**config.mk**
```make
export PLATFORM = sky130hd
export DESIGN_NAME = apd_power_ctrl
export DESIGN_NICKNAME = d
export VERILOG_FILES = /design/src/logic/apd_pkg.sv /design/src/logic/apd_sync.sv /design/src/logic/apd_idle_counter.sv /design/src/logic/apd_power_ctrl.sv
export SDC_FILE = /design/constraint.sdc
export NUM_CORES = 1
export LEC_CHECK = 0
export BUFFER_PORTS_ARGS = -buffer_cell sky130_fd_sc_hd__buf_2
export CAP_MARGIN = 15
export CORE_ASPECT_RATIO = 1.2
export CORE_UTILIZATION = 30
export CTS_CLUSTER_DIAMETER = 200
export DETAILED_ROUTE_END_ITERATION = 12
export PLACE_DENSITY = 0.54
export SYNTH_ARGS = -nofsm -noshare
export SYNTH_HDL_FRONTEND = slang
export SYNTH_SLANG_ARGS = --single-unit
```
**constraint.sdc**
```tcl
create_clock -name mclk_i -period 1.7 [get_ports mclk_i]
set_input_delay 0.085 -clock mclk_i [delete_from_list [all_inputs] [get_ports mclk_i]]
set_output_delay 0.085 -clock mclk_i [all_outputs]
set_load 0.02 [all_outputs]
```
**src/logic/apd_pkg.sv**
```systemverilog
// Purpose: shared constants of the automatic power-down controller
// Assumes: one 25 MHz clock, all pins enter through two-flop synchronisers
// Notes:   power mode registers are loaded from plain write ports
package apd_pkg;
	localparam int          CNT_W         = 4;
	localparam logic [3:0]  IDLE_LIMIT    = 4'hf;
	localparam logic [3:0]  CNT_ZERO      = 4'h0;
	localparam logic [3:0]  CNT_STEP      = 4'h1;
	localparam int          REG_W         = 8;
	localparam logic [7:0]  PMR_RESET     = 8'h00;
	localparam int          PMR0_SLOW_BIT = 3;
	localparam int          PMR0_AUX_ARR  = 4;
	localparam int          PMR0_AUX_MCL  = 5;
	localparam int          PMR2_ADDR_LO  = 0;
	localparam int          PMR2_CTL0     = 2;
	localparam int          PMR2_CTL1     = 3;
	localparam int          PMR2_CTL2     = 4;
	localparam int          PMR2_STROBE   = 5;
	localparam int          PMR2_WRH      = 6;
	localparam int          ADDR_W        = 16;
	localparam int          DATA_W        = 16;
	localparam int          ADDR_LO_W     = 8;
	localparam int          CTL_W         = 3;
endpackage

```
**src/logic/apd_sync.sv**
```systemverilog
// Purpose: two-flop synchroniser for pin inputs
// Assumes: bits of a bus are sampled independently
// Notes:   first stage is read by the second stage only
`timescale 1ns/100ps
module apd_sync #(
	parameter int W = 1
) (
	input  wire logic         mclk_i,
	input  wire logic         rst_i,
	input  wire logic [W-1:0] d_i,
	output logic      [W-1:0] q_o
);
	logic [W-1:0] meta;

	always_ff @(posedge mclk_i) begin
		if (rst_i) begin
			meta <= '0;
			q_o  <= '0;
		end else begin
			meta <= d_i;
			q_o  <= meta;
		end
	end
endmodule

```
**src/logic/apd_idle_counter.sv**
```systemverilog
// Purpose: saturating idle counter of aux clock periods
// Assumes: tick is a one-cycle pulse per aux clock period
// Notes:   clear wins over counting
`timescale 1ns/100ps
module apd_idle_counter #(
	parameter int                     W     = apd_pkg::CNT_W,
	parameter logic [apd_pkg::CNT_W-1:0] LIMIT = apd_pkg::IDLE_LIMIT
) (
	input  wire logic         mclk_i,
	input  wire logic         rst_i,
	input  wire logic         clear_i,
	input  wire logic         tick_i,
	output logic      [W-1:0] count_o
);
	always_ff @(posedge mclk_i) begin
		if (rst_i || clear_i) begin
			count_o <= apd_pkg::CNT_ZERO;
		end else if (tick_i && count_o != LIMIT) begin
			count_o <= count_o + apd_pkg::CNT_STEP;
		end
	end
endmodule

```
**src/logic/apd_power_ctrl.sv**
```systemverilog
// Purpose: automatic power-down unit with power mode registers
// Assumes: pins are asynchronous to mclk_i; config ports are synchronous
// Notes:   blocked bus paths hold their last value; blocked aux clock outputs are forced low
`timescale 1ns/100ps
module apd_power_ctrl (
	input  wire logic                          mclk_i,
	input  wire logic                          rst_i,
	input  wire logic                          addr_strobe_input_i,
	input  wire logic                          aux_clock_input_i,
	input  wire logic                          chip_sel_n_i,
	input  wire logic [apd_pkg::CTL_W-1:0]     bus_control_inputs_i,
	input  wire logic                          write_high_byte_strobe_i,
	input  wire logic [apd_pkg::ADDR_W-1:0]    mcu_addr_i,
	input  wire logic [apd_pkg::DATA_W-1:0]    mcu_data_i,
	input  wire logic                          main_below_stby_i,
	input  wire logic                          apd_enable_i,
	input  wire logic                          strobe_polarity_i,
	input  wire logic                          pmr0_wr_i,
	input  wire logic [apd_pkg::REG_W-1:0]     pmr0_data_i,
	input  wire logic                          pmr2_wr_i,
	input  wire logic [apd_pkg::REG_W-1:0]     pmr2_data_i,
	input  wire logic                          data_oe_req_i,
	input  wire logic                          periph_oe_req_i,
	output logic                               power_down_flag_o,
	output logic [apd_pkg::CNT_W-1:0]          idle_count_o,
	output logic [apd_pkg::REG_W-1:0]          power_mode_reg_zero_o,
	output logic [apd_pkg::REG_W-1:0]          power_mode_reg_two_o,
	output logic                               full_speed_o,
	output logic [apd_pkg::ADDR_W-1:0]         mem_addr_o,
	output logic [apd_pkg::DATA_W-1:0]         mem_data_o,
	output logic                               mem_sel_o,
	output logic [apd_pkg::ADDR_LO_W-1:0]      pld_addr_lo_o,
	output logic [apd_pkg::CTL_W-1:0]          pld_ctrl_o,
	output logic                               pld_strobe_o,
	output logic                               pld_wrh_o,
	output logic                               pld_aux_array_o,
	output logic                               pld_aux_mcell_o,
	output logic                               data_port_oe_o,
	output logic                               periph_oe_o,
	output logic                               battery_on_indicator_o
);
	logic                          strobe_s;
	logic                          aux_s;
	logic                          cs_n_s;
	logic                          bat_s;
	logic [apd_pkg::CTL_W-1:0]     ctl_s;
	logic                          wrh_s;
	logic [apd_pkg::ADDR_W-1:0]    addr_s;
	logic [apd_pkg::DATA_W-1:0]    data_s;
	logic                          strobe_prev;
	logic                          aux_prev;
	logic                          strobe_edge;
	logic                          aux_tick;
	logic                          level_idle;
	logic                          cs_sel;
	logic                          pd_exit;
	logic                          count_en;
	logic                          cnt_clear;
	logic                          next_pd;
	logic [apd_pkg::CNT_W-1:0]     cnt;

	// pin synchronisers
	apd_sync #(.W(4)) u_sync_ctl (
		.mclk_i (mclk_i),
		.rst_i  (rst_i),
		.d_i    ({addr_strobe_input_i, aux_clock_input_i,
			  chip_sel_n_i, main_below_stby_i}),
		.q_o    ({strobe_s, aux_s, cs_n_s, bat_s})
	);

	apd_sync #(.W(apd_pkg::CTL_W + 1)) u_sync_bus_ctl (
		.mclk_i (mclk_i),
		.rst_i  (rst_i),
		.d_i    ({bus_control_inputs_i, write_high_byte_strobe_i}),
		.q_o    ({ctl_s, wrh_s})
	);

	apd_sync #(.W(apd_pkg::ADDR_W + apd_pkg::DATA_W)) u_sync_ad (
		.mclk_i (mclk_i),
		.rst_i  (rst_i),
		.d_i    ({mcu_addr_i, mcu_data_i}),
		.q_o    ({addr_s, data_s})
	);

	// edge history of strobe and aux clock
	always_ff @(posedge mclk_i) begin
		if (rst_i) begin
			strobe_prev <= 1'b0;
			aux_prev    <= 1'b0;
		end else begin
			strobe_prev <= strobe_s;
			aux_prev    <= aux_s;
		end
	end

	// aux tick is taken before any blocking bit
	assign aux_tick    = aux_s && !aux_prev;
	assign strobe_edge = strobe_s != strobe_prev;
	assign level_idle  = strobe_s == strobe_polarity_i;
	assign cs_sel      = !cs_n_s;

	// pulsing strobe, selection or disable leave power-down
	assign pd_exit   = strobe_edge || cs_sel || !apd_enable_i;
	assign count_en  = apd_enable_i && level_idle && !strobe_edge;
	assign cnt_clear = !count_en || pd_exit;

	apd_idle_counter #(
		.W     (apd_pkg::CNT_W),
		.LIMIT (apd_pkg::IDLE_LIMIT)
	) u_idle (
		.mclk_i  (mclk_i),
		.rst_i   (rst_i),
		.clear_i (cnt_clear),
		.tick_i  (aux_tick),
		.count_o (cnt)
	);

	// entry needs the idle count at IDLE_LIMIT and no exit condition
	always_comb begin
		next_pd = power_down_flag_o;
		if (pd_exit) begin
			next_pd = 1'b0;
		end else if (cnt == apd_pkg::IDLE_LIMIT) begin
			next_pd = 1'b1;
		end
	end

	always_ff @(posedge mclk_i) begin
		if (rst_i) begin
			power_down_flag_o <= 1'b0;
			idle_count_o      <= apd_pkg::CNT_ZERO;
		end else begin
			power_down_flag_o <= next_pd;
			idle_count_o      <= cnt;
		end
	end

	// power mode registers
	always_ff @(posedge mclk_i) begin
		if (rst_i) begin
			power_mode_reg_zero_o <= apd_pkg::PMR_RESET;
		end else if (pmr0_wr_i) begin
			power_mode_reg_zero_o <= pmr0_data_i;
		end
	end

	always_ff @(posedge mclk_i) begin
		if (rst_i) begin
			power_mode_reg_two_o <= apd_pkg::PMR_RESET;
		end else if (pmr2_wr_i) begin
			power_mode_reg_two_o <= pmr2_data_i;
		end
	end

	// logic speed ignores power-down
	always_ff @(posedge mclk_i) begin
		if (rst_i) begin
			full_speed_o <= 1'b1;
		end else begin
			full_speed_o <=
				!power_mode_reg_zero_o[apd_pkg::PMR0_SLOW_BIT];
		end
	end

	// memory paths: blocked and deselected in power-down
	always_ff @(posedge mclk_i) begin
		if (rst_i) begin
			mem_addr_o <= '0;
			mem_data_o <= '0;
		end else if (!next_pd) begin
			mem_addr_o <= addr_s;
			mem_data_o <= data_s;
		end
	end

	// chip select gates memories only
	always_ff @(posedge mclk_i) begin
		if (rst_i) begin
			mem_sel_o <= 1'b0;
		end else begin
			mem_sel_o <= cs_sel && !next_pd;
		end
	end

	// low address byte to the logic arrays
	always_ff @(posedge mclk_i) begin
		if (rst_i) begin
			pld_addr_lo_o <= '0;
		end else if (!next_pd &&
			     !power_mode_reg_two_o[apd_pkg::PMR2_ADDR_LO]) begin
			pld_addr_lo_o <= addr_s[apd_pkg::ADDR_LO_W-1:0];
		end
	end

	// control and strobe inputs to the logic arrays
	always_ff @(posedge mclk_i) begin
		if (rst_i) begin
			pld_ctrl_o   <= '0;
			pld_strobe_o <= 1'b0;
			pld_wrh_o    <= 1'b0;
		end else begin
			if (!power_mode_reg_two_o[apd_pkg::PMR2_CTL0])
				pld_ctrl_o[0] <= ctl_s[0];
			if (!power_mode_reg_two_o[apd_pkg::PMR2_CTL1])
				pld_ctrl_o[1] <= ctl_s[1];
			if (!power_mode_reg_two_o[apd_pkg::PMR2_CTL2])
				pld_ctrl_o[2] <= ctl_s[2];
			if (!power_mode_reg_two_o[apd_pkg::PMR2_STROBE])
				pld_strobe_o <= strobe_s;
			if (!power_mode_reg_two_o[apd_pkg::PMR2_WRH])
				pld_wrh_o <= wrh_s;
		end
	end

	// aux clock to array and macrocells
	always_ff @(posedge mclk_i) begin
		if (rst_i) begin
			pld_aux_array_o <= 1'b0;
			pld_aux_mcell_o <= 1'b0;
		end else begin
			pld_aux_array_o <= aux_s &&
				!power_mode_reg_zero_o[apd_pkg::PMR0_AUX_ARR];
			pld_aux_mcell_o <= aux_s &&
				!power_mode_reg_zero_o[apd_pkg::PMR0_AUX_MCL];
		end
	end

	// pin drivers: data and peripheral ports float in power-down
	always_ff @(posedge mclk_i) begin
		if (rst_i) begin
			data_port_oe_o <= 1'b0;
			periph_oe_o    <= 1'b0;
		end else begin
			data_port_oe_o <= data_oe_req_i && !next_pd;
			periph_oe_o    <= periph_oe_req_i && !next_pd;
		end
	end

	always_ff @(posedge mclk_i) begin
		if (rst_i) begin
			battery_on_indicator_o <= 1'b0;
		end else begin
			battery_on_indicator_o <= bat_s;
		end
	end
endmodule

```
==> impl_results.md <==
- Outcome: finished clean
- TritonCTS clock tree: done
- Drt initial violations: 145
- Asr flop ratio synth: 0%
- Avg Cell Area, Syn: around 11 µm²
- EDFF count, synth: 0
- Antenna cells: 0
- PwrDens: around 1100 nW/µm²
- Post-DP HPWL: 7960 µm
- Fin area: between 7000 and 8000 µm²
- Dpl cells: slightly above 800
- Num Clock Sinks: approximately 160
- Comb pwr share: about 7.3%
- Root buffer cell: clkbuf_16
- WS Path Type: reg2reg
- Worst Skew: ~0.0070 ns
- First-pass detailed-route iteration total: 4
- Final std cells w/o fill: about 900
- MaxCap Viol Count: 0
- WP data required: slightly above 2 ns
- Syn nets: between 500 and 600
- I/O pin count: ~140
- Slew Viols, Final: 0
- Share of cells above drive strength 1: 27.4%
- CP Launch Type: flip-flop
- H-tree Lvls: 4
- Cells on worst reg2reg path: 5
- Yosys cell types: 31
- P_leak: between 3 and 4 nW
- Placed instance area: roughly 6200 µm²
- Mapped cell area: ~5200 µm²
- Core footprint: 16900 µm²
- Vias: a little over 4000
- Port-buffer cells: 136
- Net switching power: 1.87 mW
- Reg-to-Reg End: mem_data_o[14]
- Die H: roughly 150 µm
- Final worst-path cycle share: around nine tenths
- Measured slew at the worst slew-check pin: 0.465 ns
- Mapped Cells: 484
- Synth-to-Final Area Change: 42.5%
- Most frequent cells in the layout: dfxtp_1 (159), buf_2 (135), nor2b_1 (87)
- Peak supply drop: around 0.00064 V
- Initial core utilization: 30.8%
- RR Startpoint: u_idle.count_o[1]
- Filler Cells Inserted: between 1500 and 2000
- Post-synthesis sequential area ratio: 61.1%
- Global placement routability congestion: 0.722
- Cell depth of the worst hold path: 2
- Final setup TNS: 0 ns
- Endpoints failing setup: 0
- Die area: about 18000 µm²
- Number of remaining DRC errors: 0
- Vias per cell: between 4 and 5
- RSZ-0062 raised after global routing: no
- Worst Path Arrival: about 1.9 ns
- # nets final: ~740
- Yosys reg bits: between 150 and 200
- Clk network pwr share: between 40% and 50%
- Average routed wire per standard cell: between 10 and 15 µm
- Switching share of total power: approximately 22%
- Clk pin slew, worst setup/hold paths: 0.06 ns
- Worst Path Max Fanout: 21
- CTS Buffer Depth: 2
- Routed Antenna Nets: 0
- Seq pwr share: a little under half
- Die width: between 100 and 150 µm
- Most common cell after layout, fill and taps aside: dfxtp_1
- Final hold violations: 0
- Slew HR: approximately 70%
- Ys Warns: 0
- Antenna violations before repair: 0
- Tmin final: about 1.5 ns
- Crit end category: flip-flop
- GRT Util Overall: 14.1%
- WL final: 12300 µm
- P_int: approximately 6.6 mW
- Cts bufs inserted: 17
- FP Rows: between 50 and 60
- Worst hold start: rst_i
- Most used DFF post-synth: dfxtp_1
- Largest net degree at the start of global routing: 59
- First-pass GRT wire length: roughly 19000 µm
- Clock Latency Late Sink: between 0.4 and 0.5 ns
- Register-to-register setup slack: 0.15 ns
- HP Class: in2reg
- Total gr overflow: 0
- Number of global-route vias before repair: roughly 4000
- Hold Path End: power_mode_reg_zero_o[7]
- FMAX: 0.647 GHz
[timing repair]
action / 4_1_cts / 5_1_grt
setup buffers: 0 / 1
hold buffers: 58 / 0
hold endpoints to repair: 58 / 0
resized for setup: 0 / 2
setup endpoints to repair: 0 / 13
[flip-flops by register name, indices dropped and copies added (netlist names), 3 cells and up]
signal,count
idle_count_o,4
mem_addr_o,16
mem_data_o,16
pld_addr_lo_o,8
pld_ctrl_o,3
power_mode_reg_two_o,8
power_mode_reg_zero_o,8
u_idle.count_o,4
u_sync_ad.meta,32
u_sync_ad.q_o,32
u_sync_bus_ctl.meta,4
u_sync_bus_ctl.q_o,4
u_sync_ctl.meta,4
u_sync_ctl.q_o,4
[synthesized netlist by cell type, drive strengths merged, types with 2 or more instances]
| cell type | number | area [µm²] |
|---|---|---|
| a21oi | 36 | 180 |
| a31oi | 2 | 27.5 |
| buf | 9 | 37.5 |
| clkbuf | 31 | 118 |
| dfxtp | 159 | 3180 |
| mux2i | 29 | 290 |
| nand2b | 19 | 119 |
| nand3 | 2 | 10.0 |
| nand4 | 32 | 200 |
| nor2 | 24 | 90.1 |
| nor2b | 87 | 544 |
| nor3 | 2 | 10.0 |
| nor3b | 2 | 15.0 |
| o21ai | 2 | 10.0 |
| o31ai | 33 | 248 |
| or3 | 3 | 18.8 |
[cell type report]
| class | count | area (µm²) | share of cell area, % |
|---|---|---|---|
| clock buffer | 21 | 470 | 6.34 |
| clock inverter | 11 | 154 | 2.07 |
| inverter | 1 | 3.75 | 0.0506 |
| multi-input combinational | 284 | 1910 | 25.7 |
| sequential | 159 | 3180 | 42.9 |
| tap | 216 | 270 | 3.64 |
| timing repair buffer | 209 | 1430 | 19.3 |
[power by group through the flow]
stage,combinational (mW),sequential [mW],clock [mW]
2_1_floorplan,0.246,4.08,0
3_3_place_gp,0.507,4.02,0
3_5_place_dp,0.517,4.02,0
4_1_cts,0.622,3.94,4.05
5_1_grt,0.681,3.95,4.22
6_report,0.623,3.94,3.95
[logic make-up (layout without fill, tap and decap cells)]
kind of cell	Yosys count	after routing	synth area share, %
xor+xnor	2	2	0.625
flops	159	159	61.1
fa+ha+maj	1	1	0.240
compound gates	75	75	9.27
mux	29	29	5.57
buf+inv	41	242	3.05
simple gates	177	177	20.1
[layer usage]
metal | GRT usage (%) | wire length (µm) | vias up
met5 | 0 | 0 | -
met4 | 6.95 | 290 | 0
met3 | 4.02 | 643 | 24
met2 | 24.2 | 5960 | 116
met1 | 15.7 | 5360 | 1879
li1 | - | - | 2036
[worst max-delay path: stages, from the launching register on]
cell and delay [ns]:
dfxtp_1 0.39, ha_2 0.27, a31o_1 0.27, buf_6 0.23, nand4_1 0.11, a21oi_1 0.18
[through the flow]
step | power (mW) | utilization, % | setup slack (ns) | hold slack (ns)
floorplan | 4.32 | - | 0.175 | 0.213
global placement | 4.53 | 36.6 | 0.152 | 0.292
detailed placement | 4.54 | 36.6 | 0.0716 | 0.299
CTS | 8.61 | 43.7 | 0.0595 | 0.0226
global route | 8.85 | 43.9 | 0.0483 | 0.0328
finish | 8.51 | 43.9 | 0.155 | 0.0440
[worst max-delay path by stage]
stage	start	end	slack [ns]
2_1_floorplan	u_idle.count_o[0]	mem_addr_o[10]	0.18
4_1_cts	u_idle.count_o[0]	mem_data_o[13]	0.06
5_1_grt	u_idle.count_o[0]	mem_data_o[13]	0.05
6_report	u_idle.count_o[1]	mem_data_o[14]	0.15
3_5_place_dp	u_idle.count_o[0]	mem_data_o[13]	0.07
3_3_place_gp	u_idle.count_o[0]	pld_addr_lo_o[7]	0.15
(Power assumes the default switching activity.)
